===== src/rtc_cfg_regs.svh =====
// Register offsets, field positions, reset values and timing counts
`ifndef RTC_CFG_REGS_SVH
`define RTC_CFG_REGS_SVH

// ----------------------------------------------------------------
// Register offsets (word index on the register port)
// ----------------------------------------------------------------
`define OFS_CAL_CFG 4'h0
`define OFS_PAD_CFG 4'h1
`define OFS_ALARM_CFG 4'h2
`define OFS_MIN_SEC 4'h3
`define OFS_IRQ_STATUS 4'h4
`define OFS_IRQ_MASK 4'h5
`define OFS_CTRL 4'h6

// ----------------------------------------------------------------
// Field positions
// ----------------------------------------------------------------
`define CAL_LSB 0
`define CAL_MSB 7
`define BIT_HALF_SEC 11
`define BIT_WREN 13
`define BIT_CLK_EN 15
`define SEL_LSB 1
`define SEL_MSB 2
`define BIT_PMP_TTL 0
`define BIT_ALARM_EN 15
`define BIT_CHIME 14
`define ALARM_PERIOD_MASK_LSB 10
`define ALARM_PERIOD_MASK_MSB 13
`define APTR_LSB 8
`define APTR_MSB 9
`define ALARM_REPEAT_COUNT_LSB 0
`define ALARM_REPEAT_COUNT_MSB 7
`define BIT_OSC_SEL 0

// ----------------------------------------------------------------
// Reset values
// ----------------------------------------------------------------
`define RST_CAL_CFG 16'h0000
`define RST_PAD_CFG 16'h0000
`define RST_ALARM_CFG 16'h0000

// ----------------------------------------------------------------
// Timing: timebase ticks per second and half second, seconds per minute, pulse step
// ----------------------------------------------------------------
`define TICKS_PER_SEC 16'h8000
`define HALF_SEC_TICKS 16'h4000
`define SECS_PER_MIN 6'h3c
`define CAL_STEP 3

`endif


===== src/rtc_cfg_pkg.sv =====
// Types shared by the clock configuration block
package rtc_cfg_pkg;

	typedef enum logic [1:0] {
		sel_alarm,
		sel_seconds,
		sel_source,
		sel_reserved
	} out_sel_type;

	typedef enum logic [1:0] {
		ev_alarm,
		ev_second,
		ev_minute,
		ev_half
	} event_idx_type;

endpackage : rtc_cfg_pkg


===== src/tick_if.sv =====
// Timebase events passed from the counter to the main block
`timescale 1ns/10ps
interface tick_if;
	logic tick;
	logic second_pulse;
	logic minute_pulse;
	logic half_sec;
	logic sec_clk;
	modport src (output tick, second_pulse, minute_pulse, half_sec, sec_clk);
	modport dst (input tick, second_pulse, minute_pulse, half_sec, sec_clk);
endinterface : tick_if


===== src/pin_sync.sv =====
// Three-stage synchroniser with agreement of the last two stages
`timescale 1ns/10ps
module pin_sync (
	// Clock and reset
	input wire logic clk,
	input wire logic nrst,
	// Raw pin and clean level
	input wire logic pin,
	output logic level
);
	typedef struct packed {
		logic [2:0] sh;
		logic lvl;
	} sync_state_type;

	sync_state_type st_ff;
	sync_state_type nxt_st;

	// Stage 0 feeds only stage 1; the output moves once 1 and 2 agree
	always_comb begin
		nxt_st = st_ff;
		nxt_st.sh = {st_ff.sh[1:0], pin};
		if (st_ff.sh[1] == st_ff.sh[2]) begin
			nxt_st.lvl = st_ff.sh[2];
		end
	end

	always_ff @(posedge clk or negedge nrst) begin
		if (!nrst) begin
			st_ff <= '0;
		end else begin
			st_ff <= nxt_st;
		end
	end

	assign level = st_ff.lvl;
endmodule : pin_sync


===== src/tick_gen.sv =====
// Timebase pulse counter with once-a-minute drift calibration
`timescale 1ns/10ps
`include "rtc_cfg_regs.svh"
module tick_gen (
	// Clock and reset
	input wire logic clk,
	input wire logic nrst,
	// Synchronised timebase level and control
	input wire logic src_level,
	input wire logic run,
	input wire logic [7:0] cal,
	// Events out
	tick_if.src tk
);
	typedef struct packed {
		logic prev;
		logic [15:0] cnt;
		logic [5:0] secs;
		logic [9:0] adj;
		logic adj_add;
		logic sec_p;
		logic min_p;
		logic tk;
	} tg_state_type;

	tg_state_type st_ff;
	tg_state_type nxt_st;
	logic edge_seen;
	logic [9:0] mag;

	assign edge_seen = src_level & ~st_ff.prev;
	// Step of four pulses: signed code times four gives -512..+508
	assign mag = cal[7] ? 10'((~{2'b11, cal} + 10'h001) << `CAL_STEP - 1)
		: 10'({2'b00, cal} << `CAL_STEP - 1);

	always_comb begin
		nxt_st = st_ff;
		nxt_st.prev = src_level;
		nxt_st.sec_p = 1'b0;
		nxt_st.min_p = 1'b0;
		nxt_st.tk = 1'b0;
		if (run && edge_seen) begin
			nxt_st.tk = 1'b1;
			if (st_ff.adj != 10'h000 && !st_ff.adj_add) begin
				nxt_st.adj = st_ff.adj - 10'h001;
			end else begin
				if (st_ff.adj != 10'h000) begin
					nxt_st.adj = st_ff.adj - 10'h001;
					nxt_st.cnt = st_ff.cnt + 16'h0002;
				end else begin
					nxt_st.cnt = st_ff.cnt + 16'h0001;
				end
				if (nxt_st.cnt >= `TICKS_PER_SEC) begin
					nxt_st.cnt = nxt_st.cnt - `TICKS_PER_SEC;
					nxt_st.sec_p = 1'b1;
					if (st_ff.secs == `SECS_PER_MIN - 6'h01) begin
						nxt_st.secs = 6'h00;
						nxt_st.min_p = 1'b1;
						nxt_st.adj = mag;
						nxt_st.adj_add = ~cal[7];
					end else begin
						nxt_st.secs = st_ff.secs + 6'h01;
					end
				end
			end
		end
	end

	always_ff @(posedge clk or negedge nrst) begin
		if (!nrst) begin
			st_ff <= '0;
		end else begin
			st_ff <= nxt_st;
		end
	end

	assign tk.tick = st_ff.tk;
	assign tk.second_pulse = st_ff.sec_p;
	assign tk.minute_pulse = st_ff.min_p;
	assign tk.half_sec = (st_ff.cnt >= `HALF_SEC_TICKS);
	assign tk.sec_clk = ~tk.half_sec;
endmodule : tick_gen


===== src/rtc_cfg.sv =====
// Clock configuration: calibration, output select, alarm config
//
// Behaviour
// - Calibration code 0x7f adds 508 timebase pulses each minute.
// - Each positive calibration step adds four pulses per minute.
// - A zero calibration code leaves the timebase untouched.
// - Code 0xff removes four timebase pulses each minute.
// - Code 0x80 removes 512 pulses each minute.
// - The calibration register is cleared only by power-on reset.
// - Writes to the clock enable bit need the write enable set.
// - The half-second flag is read-only and cleared by a low write.
// - Output select 00 drives the alarm pulse to the output pin.
// - Output select 01 drives the one-second clock to the pin.
// - Output select 10 drives the chosen synchronised timebase to the pin.
//
// The address map and the plain strobed port were decided locally.
`timescale 1ns/10ps
`include "rtc_cfg_regs.svh"
module rtc_cfg (
	// Clock and resets
	input wire logic clk,
	input wire logic nrst,
	input wire logic por_nrst,
	// Register port
	input wire logic [3:0] addr,
	input wire logic [15:0] wdata,
	input wire logic wr,
	input wire logic rd,
	output logic [15:0] rdata,
	// Timebase pins
	input wire logic internal_low_power_rc,
	input wire logic secondary_crystal_osc,
	// Alarm match from the comparator
	input wire logic alarm_match,
	// Outputs
	output logic clock_output_pin,
	output logic parallel_port_buffer_select,
	output logic irq
);
	import rtc_cfg_pkg::*;

	// ------------------------------------------------------------
	// State
	// ------------------------------------------------------------
	typedef struct packed {
		logic [15:0] rdata;
		logic [15:0] pad;
		logic [15:0] alarm;
		logic osc_sel;
		logic half_clr;
		logic [3:0] status;
		logic [3:0] mask;
		logic alarm_pulse;
		logic pin;
		logic irq;
	} main_state_type;

	// Calibration register lives in its own power-on domain
	typedef struct packed {
		logic [7:0] cal;
		logic clk_en;
		logic wren;
	} por_state_type;

	main_state_type st_ff;
	main_state_type nxt_st;
	por_state_type cal_ff;
	por_state_type nxt_cal;

	logic rc_lvl;
	logic secondary_crystal_osc_lvl;
	logic src_lvl;
	logic half_flag;
	logic [3:0] events;

	tick_if tk ();

	// ------------------------------------------------------------
	// Pin synchronisers for the two timebase sources
	// ------------------------------------------------------------
	pin_sync u_sync_rc (
		.clk(clk),
		.nrst(nrst),
		.pin(internal_low_power_rc),
		.level(rc_lvl)
	);

	pin_sync u_sync_secondary_crystal_osc (
		.clk(clk),
		.nrst(nrst),
		.pin(secondary_crystal_osc),
		.level(secondary_crystal_osc_lvl)
	);

	assign src_lvl = st_ff.osc_sel ? secondary_crystal_osc_lvl : rc_lvl;

	tick_gen u_tick (
		.clk(clk),
		.nrst(nrst),
		.src_level(src_lvl),
		.run(cal_ff.clk_en),
		.cal(cal_ff.cal),
		.tk(tk.src)
	);

	// Decode of a write to one register
	function automatic logic wr_hit(input logic [3:0] a, input logic w,
		input logic [3:0] ofs);
		wr_hit = w && (a == ofs);
	endfunction : wr_hit

	// flag masked until the next second pulse
	assign half_flag = tk.half_sec & ~st_ff.half_clr;

	// Event vector in status bit order
	always_comb begin
		events = 4'h0;
		events[ev_alarm] = st_ff.alarm_pulse;
		events[ev_second] = tk.second_pulse;
		events[ev_minute] = tk.minute_pulse;
		events[ev_half] = tk.half_sec & ~st_ff.half_clr & tk.tick;
	end

	// ------------------------------------------------------------
	// Power-on register: calibration, enable, write enable
	// ------------------------------------------------------------
	always_comb begin
		nxt_cal = cal_ff;
		if (wr_hit(addr, wr, `OFS_CAL_CFG)) begin
			nxt_cal.cal = wdata[`CAL_MSB:`CAL_LSB];
			nxt_cal.wren = wdata[`BIT_WREN];
			// enable bit guarded by write enable
			if (cal_ff.wren) begin
				nxt_cal.clk_en = wdata[`BIT_CLK_EN];
			end
		end
	end

	// only power-on reset clears this register
	always_ff @(posedge clk or negedge por_nrst) begin
		if (!por_nrst) begin
			cal_ff <= '0;
		end else begin
			cal_ff <= nxt_cal;
		end
	end

	// ------------------------------------------------------------
	// Main registers, alarm handling, pin mux, interrupts
	// ------------------------------------------------------------
	always_comb begin
		nxt_st = st_ff;
		nxt_st.alarm_pulse = 1'b0;
		nxt_st.rdata = 16'h0000;

		// Half flag mask releases at the start of each new second
		if (tk.second_pulse) begin
			nxt_st.half_clr = 1'b0;
		end
		// write to low byte of minutes/seconds clears flag
		if (wr_hit(addr, wr, `OFS_MIN_SEC)) begin
			nxt_st.half_clr = 1'b1;
		end

		if (wr_hit(addr, wr, `OFS_PAD_CFG)) begin
			// Reserved select code is the writer's duty; kept as written
			nxt_st.pad = {13'h0, wdata[2:0]};
		end
		if (wr_hit(addr, wr, `OFS_ALARM_CFG)) begin
			nxt_st.alarm = wdata;
		end
		if (wr_hit(addr, wr, `OFS_CTRL)) begin
			nxt_st.osc_sel = wdata[`BIT_OSC_SEL];
		end
		if (wr_hit(addr, wr, `OFS_IRQ_MASK)) begin
			nxt_st.mask = wdata[3:0];
		end

		// Alarm event: only when enabled; a same-cycle write loses only the count or enable bit
		if (alarm_match && st_ff.alarm[`BIT_ALARM_EN]) begin
			nxt_st.alarm_pulse = 1'b1;
			if (st_ff.alarm[`BIT_CHIME]) begin
				// chime wraps count 00 to ff
				nxt_st.alarm[`ALARM_REPEAT_COUNT_MSB:`ALARM_REPEAT_COUNT_LSB] =
					st_ff.alarm[`ALARM_REPEAT_COUNT_MSB:`ALARM_REPEAT_COUNT_LSB] - 8'h01;
			end else if (st_ff.alarm[`ALARM_REPEAT_COUNT_MSB:`ALARM_REPEAT_COUNT_LSB] == 8'h00) begin
				nxt_st.alarm[`BIT_ALARM_EN] = 1'b0;
			end else begin
				nxt_st.alarm[`ALARM_REPEAT_COUNT_MSB:`ALARM_REPEAT_COUNT_LSB] =
					st_ff.alarm[`ALARM_REPEAT_COUNT_MSB:`ALARM_REPEAT_COUNT_LSB] - 8'h01;
			end
		end

		// Sticky status: set wins over write-one-to-clear
		if (wr_hit(addr, wr, `OFS_IRQ_STATUS)) begin
			nxt_st.status = st_ff.status & ~wdata[3:0];
		end
		nxt_st.status = nxt_st.status | events;
		nxt_st.irq = |(nxt_st.status & nxt_st.mask);

		// Output pin multiplexer
		case (out_sel_type'(st_ff.pad[`SEL_MSB:`SEL_LSB]))
			sel_alarm: nxt_st.pin = st_ff.alarm_pulse;
			sel_seconds: nxt_st.pin = tk.sec_clk;
			sel_source: nxt_st.pin = src_lvl;
			default: nxt_st.pin = 1'b0;
		endcase

		// Read data, one cycle after the strobe
		if (rd) begin
			case (addr)
				`OFS_CAL_CFG: nxt_st.rdata = {cal_ff.clk_en, 1'b0,
					cal_ff.wren, 1'b0, half_flag, 3'h0, cal_ff.cal};
				`OFS_PAD_CFG: nxt_st.rdata = st_ff.pad;
				`OFS_ALARM_CFG: nxt_st.rdata = st_ff.alarm;
				`OFS_IRQ_STATUS: nxt_st.rdata = {12'h000, st_ff.status};
				`OFS_IRQ_MASK: nxt_st.rdata = {12'h000, st_ff.mask};
				`OFS_CTRL: nxt_st.rdata = {15'h0, st_ff.osc_sel};
				default: nxt_st.rdata = 16'h0000;
			endcase
		end
	end

	always_ff @(posedge clk or negedge nrst) begin
		if (!nrst) begin
			st_ff <= '0;
		end else begin
			st_ff <= nxt_st;
		end
	end

	assign rdata = st_ff.rdata;
	assign clock_output_pin = st_ff.pin;
	assign parallel_port_buffer_select = st_ff.pad[`BIT_PMP_TTL];
	assign irq = st_ff.irq;
endmodule : rtc_cfg


===== config.mk =====
export PLATFORM = sky130hd
export DESIGN_NAME = rtc_cfg
export DESIGN_NICKNAME = d
export VERILOG_FILES = /design/src/rtc_cfg_pkg.sv /design/src/tick_if.sv /design/src/pin_sync.sv /design/src/tick_gen.sv /design/src/rtc_cfg.sv
export VERILOG_INCLUDE_DIRS = /design/src
export SDC_FILE = /design/constraint.sdc
export NUM_CORES = 1
export LEC_CHECK = 0
export BUFFER_PORTS_ARGS = -buffer_cell sky130_fd_sc_hd__buf_2
export CAP_MARGIN = 30
export CORE_UTILIZATION = 41
export CTS_CLUSTER_DIAMETER = 200
export DETAILED_ROUTE_END_ITERATION = 12
export PLACE_DENSITY_LB_ADDON = 0.15
export SYNTH_ARGS = -nofsm -noshare
export SYNTH_HDL_FRONTEND = slang
export SYNTH_HIERARCHICAL = 1
export SYNTH_SLANG_ARGS = --single-unit

===== constraint.sdc =====
create_clock -name clk -period 2.9 [get_ports clk]
set_input_delay 0.58 -clock clk [delete_from_list [all_inputs] [get_ports clk]]
set_output_delay 0.58 -clock clk [all_outputs]
set_load 0.02 [all_outputs]

==> summary.txt <==
Min path
  • Hold WC Path Type: in2async

Synthesis
  • Post-synthesis instance total: 521
  • Syn avg cell area: 10.36 um2
  • Post-synth EDFFs: 0
  • Synth Flop Type: dfrtp_1
  • Mapped cell area: 0.005398 mm2
  • Post-synthesis sequential area ratio: 47.75%
  • Unique masters post-synth: roughly 80
  • Ys Warns: 6
  • FFs w/ async S/R, synth: 100.0%
  • FF+latch count, synth: 103
  • Syn nets: 557

Route
  • Initial DRT Pass Iterations: 5
  • Initial drt markers: ~230
  • Detailed Route WL: 12170 um
  • Wirelength per Cell: 16.88 um
  • Total number of vias: 3986
  • Antenna viol nets, final: 0
  • Drt drc: 0
  • DR vias/cell: 5.528

Setup path
  • Critical path class: reg2reg
  • Worst-path maximum fanout: 10
  • Data required time of the worst path: 3180 ps
  • Critical Path Source Type: flip-flop
  • Crit. End Element: flip-flop
  • Crit path arrival time: 2820 ps

GRT
  • Grt ovf: 0
  • First-pass GRT wire length: 20110 um
  • Vias in the first global route: 3880
  • Pin count of the biggest net entering global routing: 59
  • GRT Total Usage: between 10% and 20%
  • Met1 Use GR: 25.63%
  • GR Util met3: 5.345%
  • Most Crowded Layer GR: met2
  • Met2 usage: 32.27%
  • Initial antenna violation count: 0

Outcome
  • Status: finished, final reports clean

Die
  • DIE AREA: between 0.01 and 0.015 mm2
  • Top-Level Pins: 47
  • Die H: 116.7 um
  • Row Count: between 40 and 50
  • Initial Utilization: 42.43%
  • Horiz. Die Dim: 116.7 um
  • Core box area: 0.01272 mm2

Cells and area
  • Most frequent cells in the layout: 103 x dfrtp_1, 57 x nand2_1, 45 x buf_2
  • P&R area growth vs syn: 11.03%
  • Nets: 580
  • Fraction of layout cells with a size suffix above 1: 18.40%
  • Cell area after layout: 0.005993 mm2
  • Most common cell after layout, fill and taps aside: dfrtp_1
  • Inserted Diodes: 0

STA
  • Fin Clk Skew: 10.62 ps
  • Fin crit share: between 80% and 90%
  • Headroom to the max-slew limit: between 30 and 40%
  • RSZ-0062 raised after global routing: false
  • TNS Setup: 0 ps
  • Slew @ Worst Pin: roughly 960 ps
  • Maximum clock frequency: roughly 0.4 GHz
  • Final min period: 2547 ps
  • Final Hold Fails: 0
  • Slew Viols, Final: 0
  • Fin worst setup slack: 353.0 ps
  • Final setup viols: 0

Power and ir drop
  • Internal: 2.979 mW
  • P_sw: approximately 1.4 mW
  • Sequential cell fraction of total power: 44.3%
  • Switching Fraction: 31.71%
  • PwrDens: approximately 730 mW/mm2
  • Clk network pwr share: 32.6%
  • Maximum VDD drop: 0.4346 mV
  • LEAKAGE: approximately 2.8 nW
  • Combinational share of power: 23.1%
  • Tot Pwr: 4.362 mW

Flow run
  • Max cap viols: 0

CTS
  • Clock buffer depth: 2
  • CTS buffer count: 9
  • Total setup buffers inserted after CTS: 0
  • CTS Hold Bufs: 0
  • Post-CTS Resized: 0
  • Clock Root Buffer: clkbuf_16
  • CTS tree: yes
  • Worst-Skew Late Latency: about 360 ps
  • H-tree depth: 3
  • Worst-path clk slew: about 70 ps
  • Clk sinks: ~100

Placement
  • Detailed placement HPWL: 8643 um
  • PortBufs: 46
  • Area of placed instances: 0.005642 mm2
  • DP Worst Slack: 358.9 ps
  • GP Congestion: approximately 0.84
## registers in the layout (all words and copies together) (netlist names), 2 cells and up
name,flops
st_ff,28
u_sync_rc/nxt_st,2
rdata,16
u_tick/st_ff,34
cal_ff,10
u_sync_secondary_crystal_osc/nxt_st,2
## critical path, stage by stage, from the launching register on
cell,delay [ps]
dfrtp_1,400
inv_1,120
ha_1,180
or4b_4,540
nor3_4,310
or2_2,210
nand2_1,150
nor2_1,340
mux2i_1,220
## stage by stage
| stage | instances | hold WS, ps | utilization, % |
|---|---|---|---|
| floorplan | 521 | 284.4 | - |
| global placement | 705 | 336.5 | 44.35 |
| detailed placement | 705 | 337.8 | 44.35 |
| CTS | 721 | 71.16 | 47.11 |
| global route | 721 | 75.61 | 47.11 |
| finish | 721 | 77.95 | 47.11 |
## kinds of logic after synthesis
logic type               after synthesis  synth area share (%)
AO/OA/AOI/OAI                         89                 12.36
XOR/XNOR                              21                 3.408
adder cells (fa/ha/maj)               10                 2.272
buffers and inverters                 56                 5.957
flip-flops                           103                 47.75
multiplexers                          30                 6.004
AND/OR/NAND/NOR                      212                 22.25
## area by class of cell
| type | count | area (um2) |
|---|---|---|
| Clock buffer | 10 | 239.0 |
| Tap cell | 172 | 215.2 |
| Fill cell | 1253 | 6729 |
| Clock inverter | 6 | 112.6 |
| Multi-Input combinational cell | 362 | 2499 |
| Inverter | 16 | 60.06 |
| Timing Repair Buffer | 52 | 290.3 |
| Sequential cell | 103 | 2577 |
## power by group through the flow
stage	Combinational [mW]	Sequential (mW)	Clock [mW]
global route	1.13	1.97	1.53
global placement	0.986	1.95	0
detailed placement	1.01	1.95	0
CTS	1.01	1.93	1.46
finish	1.01	1.93	1.42
floorplan	0.856	1.86	0
## worst paths after layout
kind	from	to	slack [ps]	depth (start not counted)
max	u_tick/st_ff[5]	u_tick/st_ff[3]	350	8
min	por_nrst	cal_ff[0]	80	1
max reg2reg	u_tick/st_ff[5]	u_tick/st_ff[3]	350	8
min reg2reg	u_sync_secondary_crystal_osc/nxt_st[2]	u_sync_secondary_crystal_osc/nxt_st[3]	350	0
max in group asynchronous	nrst	u_tick/st_ff[11]	2060	2
min in group clk	secondary_crystal_osc	u_sync_secondary_crystal_osc/nxt_st[2]	330	1
## layer usage
metal	vias up	routed length, um
met1	1972	5671
met5	-	0
met4	0	129
met2	81	5927
met3	11	446
li1	1922	-
## cells in the mapped netlist, drive strengths merged (4+ instances only)
master    n  area (um2)
dfrtp   103        2577
nand2    57       214.0
nand3    35       180.2
buf      29       220.2
nor2     28       121.4
mux2     19       214.0
inv      16       60.06
a21oi    15       75.07
o21ai    15       90.09
xnor2    15       131.4
nor3     14       96.35
nand4    13       87.58
clkbuf   11       41.29
mux2i    11       110.1
or3       9       56.30
ha        8       100.1
nand3b    8       60.06
a31oi     7       43.79
and3      7       43.79
nor4      7       65.06
a22oi     6       45.04
nand2b    6       37.54
nor2b     6       37.54
or2       6       37.54
xor2      6       52.55
o22ai     5       31.28
a22o      4       35.03
Note: power is estimated with default switching activity, not from simulation.
